<file path="src/shared/dsa_consts.vh">
// Register offsets, field positions, codes and reset values of the decimal string unit.
`ifndef DSA_CONSTS_VH
`define DSA_CONSTS_VH
`define DSA_OFF_CTRL 12'h000
`define DSA_OFF_IADDR 12'h004
`define DSA_OFF_RESULT 12'h008
`define DSA_OFF_LENGTH 12'h00c
`define DSA_OFF_STATUS 12'h010
`define DSA_CTRL_START 0
`define DSA_CTRL_HOLD 1
`define DSA_ST_BUSY 0
`define DSA_ST_OV 1
`define DSA_ST_DONE 2
`define DSA_ST_BADOP 3
`define DSA_OPC_SUM 14'h0c40
`define DSA_OPC_DIFF 14'h0c41
`define DSA_IND_SRC 1
`define DSA_IND_DST 0
`define DSA_SIGN_POS 8'h00
`define DSA_SIGN_NEG 8'hff
`define DSA_SCR_BUSY 8'h01
`define DSA_SCR_IDLE 8'h00
`define DSA_RES_POS 16'h0001
`define DSA_RES_NEG 16'hffff
`define DSA_RES_ZERO 16'h0000
`define DSA_RST_WORD 16'h0000
`endif

</file>
<file path="src/rtl/dsa_unit.v">
// Decimal string add and subtract engine with an APB register file and a byte memory port.
//
// Behaviour
// - An instruction is three words: opcode, source address, destination address.
// - First parameter word is the source address, second the destination address.
// - Each operand follows at most one level of indirection.
// - Every effective operand address is a byte address.
// - Each byte holds a zone and a digit; the digit is the low nibble.
// - Source zones are ignored; results take the destination byte's zone.
// - Digits are not checked; software must supply valid digit and sign bytes.
// - Operands point at a sign byte: zero positive, all ones negative.
// - Digits run from most significant at low to least significant at high addresses.
// - The byte just before the destination sign is used as a scratch cell.
// - Software clears the scratch byte first; the engine leaves it zero.
// - String length including sign comes from the low five length bits.
// - Execution can be paused and resumed; progress state must be kept.
// - Length stays unchanged; result shows positive, zero or negative.
// - Overflow flag is set on decimal overflow and cleared otherwise.
// - Length zero or one does nothing to memory or flags except setting the done bit.
// - The sum operation adds source to destination, result replaces destination.
// - The difference operation subtracts source from destination into destination.
`timescale 1ns/1ps
`include "dsa_consts.vh"

module dsa_unit (
	// Clock and reset.
	input wire CLK_I,
	input wire RST_I,
	// APB slave.
	input wire PSEL_I,
	input wire PENABLE_I,
	input wire PWRITE_I,
	input wire [11:0] PADDR_I,
	input wire [31:0] PWDATA_I,
	output reg [31:0] PRDATA_O,
	output wire PREADY_O,
	output wire PSLVERR_O,
	// Byte memory master.
	output reg MEM_REQ_O,
	output reg MEM_WE_O,
	output reg [15:0] MEM_ADDR_O,
	output reg [7:0] MEM_WDATA_O,
	input wire [7:0] MEM_RDATA_I,
	input wire MEM_ACK_I
);

	localparam [3:0] S_IDLE = 4'h0, S_FETCH = 4'h1, S_IND = 4'h2, S_RDSRC = 4'h3;
	localparam [3:0] S_RDDST = 4'h4, S_SCR1 = 4'h5, S_CALC = 4'h6, S_FIX = 4'h7;
	localparam [3:0] S_WRDST = 4'h8, S_SCR0 = 4'h9, S_FIN = 4'ha;

	reg [3:0] state;
	reg [4:0] cnt;
	reg hold, ov, done, badop, ind_dst, is_diff, src_neg, res_neg, carry;
	reg [15:0] iaddr, result, length, word0, src_ea, dst_ea;
	reg [7:0] hi_byte;
	reg [3:0] src_dig [0:31];
	reg [7:0] dst_byte [0:31];
	reg [3:0] res_dig [0:31];

	wire [4:0] len, last;
	wire busy, is_mem, acked, apb_setup, apb_wr, mapped, dst_neg, eff_src_neg, same;
	wire [13:0] opc;
	wire [15:0] ptr;

	reg [15:0] cur_addr;
	reg [7:0] cur_wdata;
	reg [31:0] rd_mux;
	reg [4:0] t;
	reg [3:0] x, y, dig;
	reg cur_we, co, nz;
	integer i;

	assign len = length[4:0];
	assign last = len - 5'h01;
	assign busy = (state != S_IDLE);
	assign is_mem = (state == S_FETCH) || (state == S_IND) || (state == S_RDSRC) ||
		(state == S_RDDST) || (state == S_SCR1) || (state == S_WRDST) || (state == S_SCR0);
	assign acked = is_mem && MEM_REQ_O && MEM_ACK_I;
	assign apb_setup = PSEL_I && !PENABLE_I;
	assign apb_wr = PSEL_I && PENABLE_I && PWRITE_I;
	assign mapped = (PADDR_I == `DSA_OFF_CTRL) || (PADDR_I == `DSA_OFF_IADDR) ||
		(PADDR_I == `DSA_OFF_RESULT) || (PADDR_I == `DSA_OFF_LENGTH) ||
		(PADDR_I == `DSA_OFF_STATUS);
	// Zero wait states keep the bus simple; every access ends in its first access cycle.
	assign PREADY_O = 1'b1;
	assign PSLVERR_O = PSEL_I && PENABLE_I && !mapped;
	assign dst_neg = (dst_byte[0] == `DSA_SIGN_NEG);
	assign eff_src_neg = src_neg ^ is_diff;
	assign same = (eff_src_neg == dst_neg);
	assign opc = word0[15:2];
	assign ptr = ind_dst ? dst_ea : src_ea;

	// Memory request fields for the current state and byte index.
	always @* begin
		cur_addr = 16'h0000;
		cur_we = 1'b0;
		cur_wdata = `DSA_SCR_IDLE;
		case (state)
			S_FETCH: cur_addr = {iaddr[14:0], 1'b0} + {11'h000, cnt};
			S_IND: cur_addr = {ptr[14:0], 1'b0} + {11'h000, cnt};
			S_RDSRC: cur_addr = src_ea + {11'h000, cnt};
			S_RDDST: cur_addr = dst_ea + {11'h000, cnt};
			S_SCR1: begin
				cur_addr = dst_ea - 16'h0001;
				cur_we = 1'b1;
				cur_wdata = `DSA_SCR_BUSY;
			end
			S_WRDST: begin
				cur_addr = dst_ea + {11'h000, cnt};
				cur_we = 1'b1;
				if (cnt == 5'h00) begin
					cur_wdata = (res_neg && nz) ? `DSA_SIGN_NEG : `DSA_SIGN_POS;
				end else begin
					cur_wdata = {dst_byte[cnt][7:4], res_dig[cnt]};
				end
			end
			S_SCR0: begin
				cur_addr = dst_ea - 16'h0001;
				cur_we = 1'b1;
				cur_wdata = `DSA_SCR_IDLE;
			end
			default: cur_addr = 16'h0000;
		endcase
	end

	// One decimal digit step; invalid nibbles are passed through the same arithmetic.
	always @* begin
		x = (state == S_FIX) ? 4'h0 : dst_byte[cnt][3:0];
		y = (state == S_FIX) ? res_dig[cnt] : src_dig[cnt];
		t = 5'h00;
		dig = 4'h0;
		co = 1'b0;
		if ((state == S_CALC) && same) begin
			t = {1'b0, x} + {1'b0, y} + {4'h0, carry};
			co = (t > 5'h09);
			dig = co ? (t[3:0] - 4'ha) : t[3:0];
		end else begin
			t = {1'b0, x} - {1'b0, y} - {4'h0, carry};
			co = t[4];
			dig = co ? (t[3:0] + 4'ha) : t[3:0];
		end
	end

	// Nonzero test over the result digits that belong to the string.
	always @* begin
		nz = 1'b0;
		for (i = 1; i < 32; i = i + 1) begin
			if ((i < len) && (res_dig[i] != 4'h0)) nz = 1'b1;
		end
	end

	always @* begin
		case (PADDR_I)
			`DSA_OFF_CTRL: rd_mux = {30'h00000000, hold, 1'b0};
			`DSA_OFF_IADDR: rd_mux = {16'h0000, iaddr};
			`DSA_OFF_RESULT: rd_mux = {16'h0000, result};
			`DSA_OFF_LENGTH: rd_mux = {16'h0000, length};
			`DSA_OFF_STATUS: rd_mux = {28'h0000000, badop, done, ov, busy};
			default: rd_mux = 32'h00000000;
		endcase
	end

	always @(posedge CLK_I) begin
		if (RST_I) begin
			state <= S_IDLE;
			cnt <= 5'h00;
			hold <= 1'b0;
			iaddr <= `DSA_RST_WORD;
			result <= `DSA_RST_WORD;
			length <= `DSA_RST_WORD;
			ov <= 1'b0;
			done <= 1'b0;
			badop <= 1'b0;
			word0 <= `DSA_RST_WORD;
			src_ea <= `DSA_RST_WORD;
			dst_ea <= `DSA_RST_WORD;
			hi_byte <= 8'h00;
			ind_dst <= 1'b0;
			is_diff <= 1'b0;
			src_neg <= 1'b0;
			res_neg <= 1'b0;
			carry <= 1'b0;
			PRDATA_O <= 32'h00000000;
			MEM_REQ_O <= 1'b0;
			MEM_WE_O <= 1'b0;
			MEM_ADDR_O <= 16'h0000;
			MEM_WDATA_O <= 8'h00;
		end else begin
			if (apb_setup) PRDATA_O <= rd_mux;
			if (apb_wr) begin
				case (PADDR_I)
					`DSA_OFF_CTRL: begin
						hold <= PWDATA_I[`DSA_CTRL_HOLD];
						if (PWDATA_I[`DSA_CTRL_START] && !busy) begin
							if (len < 5'h02) done <= 1'b1;
							else begin
								state <= S_FETCH;
								cnt <= 5'h00;
								done <= 1'b0;
								badop <= 1'b0;
							end
						end
					end
					`DSA_OFF_IADDR: if (!busy) iaddr <= PWDATA_I[15:0];
					`DSA_OFF_RESULT: if (!busy) result <= PWDATA_I[15:0];
					`DSA_OFF_LENGTH: if (!busy) length <= PWDATA_I[15:0];
					`DSA_OFF_STATUS: if (!busy) ov <= PWDATA_I[`DSA_ST_OV];
					default: hold <= hold;
				endcase
			end
			// A paused engine finishes the access in flight and issues no new one.
			if (is_mem && !MEM_REQ_O && !hold) begin
				MEM_REQ_O <= 1'b1;
				MEM_ADDR_O <= cur_addr;
				MEM_WE_O <= cur_we;
				MEM_WDATA_O <= cur_wdata;
			end else if (acked) begin
				MEM_REQ_O <= 1'b0;
				MEM_WE_O <= 1'b0;
			end
			case (state)
				// A start written this cycle must survive; the default branch would undo it.
				S_IDLE: carry <= 1'b0;
				S_FETCH: if (acked) begin
					case (cnt[2:0])
						3'h0: word0[15:8] <= MEM_RDATA_I;
						3'h1: word0[7:0] <= MEM_RDATA_I;
						3'h2: src_ea[15:8] <= MEM_RDATA_I;
						3'h3: src_ea[7:0] <= MEM_RDATA_I;
						3'h4: dst_ea[15:8] <= MEM_RDATA_I;
						default: dst_ea[7:0] <= MEM_RDATA_I;
					endcase
					cnt <= cnt + 5'h01;
					if (cnt == 5'h05) begin
						cnt <= 5'h00;
						is_diff <= (opc == `DSA_OPC_DIFF);
						if ((opc != `DSA_OPC_SUM) && (opc != `DSA_OPC_DIFF)) begin
							badop <= 1'b1;
							done <= 1'b1;
							state <= S_IDLE;
						end else if (word0[`DSA_IND_SRC]) begin
							ind_dst <= 1'b0;
							state <= S_IND;
						end else if (word0[`DSA_IND_DST]) begin
							ind_dst <= 1'b1;
							state <= S_IND;
						end else begin
							state <= S_RDSRC;
						end
					end
				end
				S_IND: if (acked) begin
					if (cnt == 5'h00) begin
						hi_byte <= MEM_RDATA_I;
						cnt <= 5'h01;
					end else begin
						// The fetched word is final; it is never dereferenced again.
						if (ind_dst) dst_ea <= {hi_byte, MEM_RDATA_I};
						else src_ea <= {hi_byte, MEM_RDATA_I};
						cnt <= 5'h00;
						if (!ind_dst && word0[`DSA_IND_DST]) ind_dst <= 1'b1;
						else state <= S_RDSRC;
					end
				end
				S_RDSRC: if (acked) begin
					src_dig[cnt] <= MEM_RDATA_I[3:0];
					if (cnt == 5'h00) src_neg <= (MEM_RDATA_I == `DSA_SIGN_NEG);
					cnt <= cnt + 5'h01;
					if (cnt == last) begin
						cnt <= 5'h00;
						state <= S_RDDST;
					end
				end
				S_RDDST: if (acked) begin
					dst_byte[cnt] <= MEM_RDATA_I;
					cnt <= cnt + 5'h01;
					if (cnt == last) begin
						cnt <= 5'h00;
						state <= S_SCR1;
					end
				end
				S_SCR1: if (acked) begin
					cnt <= last;
					carry <= 1'b0;
					state <= S_CALC;
				end
				S_CALC: begin
					res_dig[cnt] <= dig;
					carry <= co;
					cnt <= cnt - 5'h01;
					if (cnt == 5'h01) begin
						cnt <= 5'h00;
						state <= S_WRDST;
						res_neg <= dst_neg;
						if (same) ov <= co;
						else begin
							ov <= 1'b0;
							if (co) begin
								// Magnitude went negative: take the ten's complement.
								res_neg <= eff_src_neg;
								cnt <= last;
								carry <= 1'b0;
								state <= S_FIX;
							end
						end
					end
				end
				S_FIX: begin
					res_dig[cnt] <= dig;
					carry <= co;
					cnt <= cnt - 5'h01;
					if (cnt == 5'h01) begin
						cnt <= 5'h00;
						state <= S_WRDST;
					end
				end
				S_WRDST: if (acked) begin
					cnt <= cnt + 5'h01;
					if (cnt == last) begin
						cnt <= 5'h00;
						state <= S_SCR0;
					end
				end
				S_SCR0: if (acked) state <= S_FIN;
				S_FIN: begin
					// Length is never written here, so it reads back as entered.
					result <= nz ? (res_neg ? `DSA_RES_NEG : `DSA_RES_POS) : `DSA_RES_ZERO;
					done <= 1'b1;
					state <= S_IDLE;
				end
				default: state <= S_IDLE;
			endcase
		end
	end

endmodule // dsa_unit

</file>
<file path="config.mk">
export PLATFORM = sky130hd
export DESIGN_NAME = dsa_unit
export DESIGN_NICKNAME = d
export VERILOG_FILES = /design/src/rtl/dsa_unit.v
export VERILOG_INCLUDE_DIRS = /design/src /design/src/shared
export SDC_FILE = /design/constraint.sdc
export NUM_CORES = 1
export LEC_CHECK = 0
export ABC_AREA = 1
export BUFFER_PORTS_ARGS = -buffer_cell sky130_fd_sc_hd__buf_2
export CAP_MARGIN = 20
export CORE_ASPECT_RATIO = 1.5
export CORE_UTILIZATION = 30
export CTS_BUF_LIST = sky130_fd_sc_hd__clkbuf_4 sky130_fd_sc_hd__clkbuf_8 sky130_fd_sc_hd__clkbuf_16
export CTS_CLUSTER_SIZE = 30
export DETAILED_ROUTE_END_ITERATION = 10
export PLACE_DENSITY = 0.42
export SLEW_MARGIN = 40
export SYNTH_ARGS = -nofsm -noshare
export SYNTH_HDL_FRONTEND = slang
export SYNTH_SLANG_ARGS = --single-unit
</file>
<file path="constraint.sdc">
create_clock -name CLK_I -period 8 [get_ports CLK_I]
set_input_delay 1.2 -clock CLK_I [delete_from_list [all_inputs] [get_ports CLK_I]]
set_output_delay 1.2 -clock CLK_I [all_outputs]
set_load 0.02 [all_outputs]
</file>
==> run metrics <==
largest net degree at the start of global routing=approximately 160; CTS tree=built; Std-Cell Rows=146; WL/cell=23.0 um; TritonRoute pass-1 iters=7; synth-to-layout area growth=12.9%; Post-CTS Hold Buffers=0; number of global-route vias before repair=24800; CTS max path bufs=3; final hold vios=0; syn avg cell area=9.22 um^2; chip width=around 270 um; routed vias/inst=~5; Total Routed Length=113000 um; crit path launch type=register; DR iter-0 viols=1566; Critical Path End Type=register; CTS root buffer=clkbuf_16; Post-synth top flop=edfxtp_1; Worst path slowest cell=inv_1; clock transition at the registers of the reported paths=0.06 ns; Die Ht=around 400 um; #FFs+latches synth=between 600 and 700; worst path required time=8.50 ns; cell area after synthesis=around 32000 um^2; MaxCap Viol Count=0; crit-path cells=inv_1, nand2_1, inv_1, buf_4, nand2_1, nand4_1, nand3_1, nand2_1, inv_1, fa_1, fa_1, or2_2, nand2_1, ha_1, a21oi_1, a31oi_1, nand2_1, nand2_1, a21oi_1, a21oi_1, nor2_1, a31oi_4, buf_16, buf_4; Max Clk Rate=between 0.15 and 0.2 GHz; placed insts=4819; core area=106000 um^2; clk_lat worst skew=roughly 0.65 ns; Final nets=3593; worst IR drop on VDD=around 0.17 mV; overall power=7.22 mW; initial cell density of the core=0.303; multi-input logic area=11500 um^2; skew final=0.0232 ns; PostCTS Resize Cnt=0; total clock sinks=676; DR vias=24700; min-delay worst type=reg -> reg; remaining global-route overflow=0; RSZ-0062 raised after global routing=false; minimum clock period=5.95 ns; ratio of cells with drive above 1 in the final layout=0.0995; diode count=0; worst slew pin tran=between 0.8 and 0.9 ns; # setup viols final=0; WS Path Type=reg -> reg; most used cell along the critical path=nand2_1; area post-placement=33800 um^2; DRT antenna net count=0; Max Slew Vio Count=0; setup tns final=0 ns; Non-Filler Instances=slightly below 5000; first-pass GRT wire length=165000 um; GRT Util Overall=0.210; worst stage delay on the critical path=0.64 ns; Worst Path Arrival=6.45 ns; Synth Instances=roughly 3500; die footprint=between 100000 and 150000 um^2; Synth Warn #=0; DP Wirelength=around 80000 um; fin area=36100 um^2; CTS Buf Count=69; Sequential Area=roughly 19000 um^2; power per cell area=200 nW/um^2; Pleak=13.0 nW; Slew headroom=0.441; post-CTS setup buffers=0; GP Congestion=0.898; asr flop ratio synth=0; period utilisation layout=0.744; drc violations=0; Ports=approximately 120; Min Hold Slack=0.446 ns; Filler Cell Count=11100; crit path max fanout=14; number of port buffers=84; sequential area share after synthesis=0.584; EDFF count, synth=512; CTS H-Tree Depth=3; status=complete, no violations; Synth cell types=57; antenna violations before repair=1
[layout make-up]
| class | count | area share |
|---|---|---|
| inverters | 280 | 0.0296 |
| flip-flops and latches | 676 | 0.517 |
| clock buffers | 94 | 0.0553 |
| clock inverters | 30 | 0.00859 |
| repair buffers | 126 | 0.0218 |
| well taps | 1406 | 0.0487 |
| multi-input cells | 2331 | 0.319 |
[layer usage]
layer	vias up	wire (um)	track usage
met3	207	3400	0.0225
li1	12000	-	-
met2	533	60600	0.391
met1	12000	42900	0.227
met4	2	6580	0.121
met5	-	20	0
[worst max-delay path: cells and delay by family, from the launching register on]
family | cells | cell delay [ns]
flip-flops | 1 | 0.55
AO/OA/AOI/OAI | 5 | 0.85
buffers and inverters | 6 | 1.87
adder cells (fa/ha/maj) | 3 | 0.98
AND/OR/NAND/NOR | 10 | 1.52
[synthesized netlist by cell type, types with 14 or more instances]
library cell	instances	area share
o21ai_0	461	0.072
clkbuf_1	95	0.011
nand2_1	603	0.071
ha_1	44	0.017
buf_4	26	0.0061
nand3_1	132	0.021
edfxtp_1	512	0.48
nand4_1	57	0.011
o21ai_1	14	0.0022
dfxtp_1	164	0.10
o22ai_1	102	0.020
nor2_1	481	0.056
o221ai_1	17	0.0047
buf_2	64	0.010
a21oi_1	264	0.041
inv_1	264	0.031
[logic make-up (layout without fill, tap and decap cells)]
family / after synthesis / count (layout) / synth area share
compound gates: 905 / 905 / 0.152
xor+xnor: 10 / 10 / 0.00274
fa+ha+maj: 51 / 51 / 0.0216
buf+inv: 474 / 530 / 0.0625
flops: 676 / 676 / 0.584
other cells: 2 / 17 / 0.000235
simple gates: 1348 / 1348 / 0.177
[worst paths after layout]
path                    startpoint                        to  slack (ns)  cells past startpoint
max              cnt[3]$_SDFF_PP0_  res_dig[25][2]$_DFFE_PP_        2.05                     24
min reg2reg  word0[7]$_SDFFE_PP0P_     word0[7]$_SDFFE_PP0P_        0.45                      2
max reg2reg      cnt[3]$_SDFF_PP0_  res_dig[25][2]$_DFFE_PP_        2.05                     24
min          word0[7]$_SDFFE_PP0P_     word0[7]$_SDFFE_PP0P_        0.45                      2
[metrics by stage]
stage / setup WS, ns / util
after CTS: 2.08 / 0.342
after floorplan: 3.01 / -
final: 2.05 / 0.342
after global routing: 1.77 / 0.342
after detailed placement: 2.08 / 0.320
after global placement: 1.83 / 0.319
[power breakdown]
part	leakage, nW	switching [mW]	internal (mW)
Clock	1.15	1.41	1.95
Sequential	5.92	0.000162	3.75
Combinational	5.95	0.0864	0.0184
Total	13.0	1.50	5.72
[state kept, by name (all words and copies together) (netlist names), 4 cells and up]
register / flops
MEM_ADDR_O: 16
MEM_WDATA_O: 8
PRDATA_O: 16
cnt: 5
dst_byte: 256
dst_ea: 16
hi_byte: 8
iaddr: 16
length: 16
res_dig: 128
result: 16
src_dig: 128
src_ea: 16
state: 4
word0: 16
[layout by cell type (no fill, tap or decap), types with 8 or more instances in the layout]
cell,Yosys,routed
o221ai_1,17,17
dfxtp_1,164,162
edfxtp_1,512,512
inv_1,264,258
nand2_2,8,8
clkbuf_16,0,73
nor4_1,9,9
ha_1,44,44
nor2_1,481,455
a21oi_1,264,263
o21ai_1,14,14
nand4_1,57,57
buf_2,64,84
a31oi_1,13,11
nand3_1,132,132
o22ai_1,102,102
nor2_2,12,36
inv_2,13,17
or2_2,8,9
clkbuf_4,0,19
o21ai_0,461,461
clkinv_1,2,14
conb_1,2,17
buf_4,26,38
nand2_1,603,601
nand3b_1,9,9
Note: power is estimated with default switching activity, not from simulation.
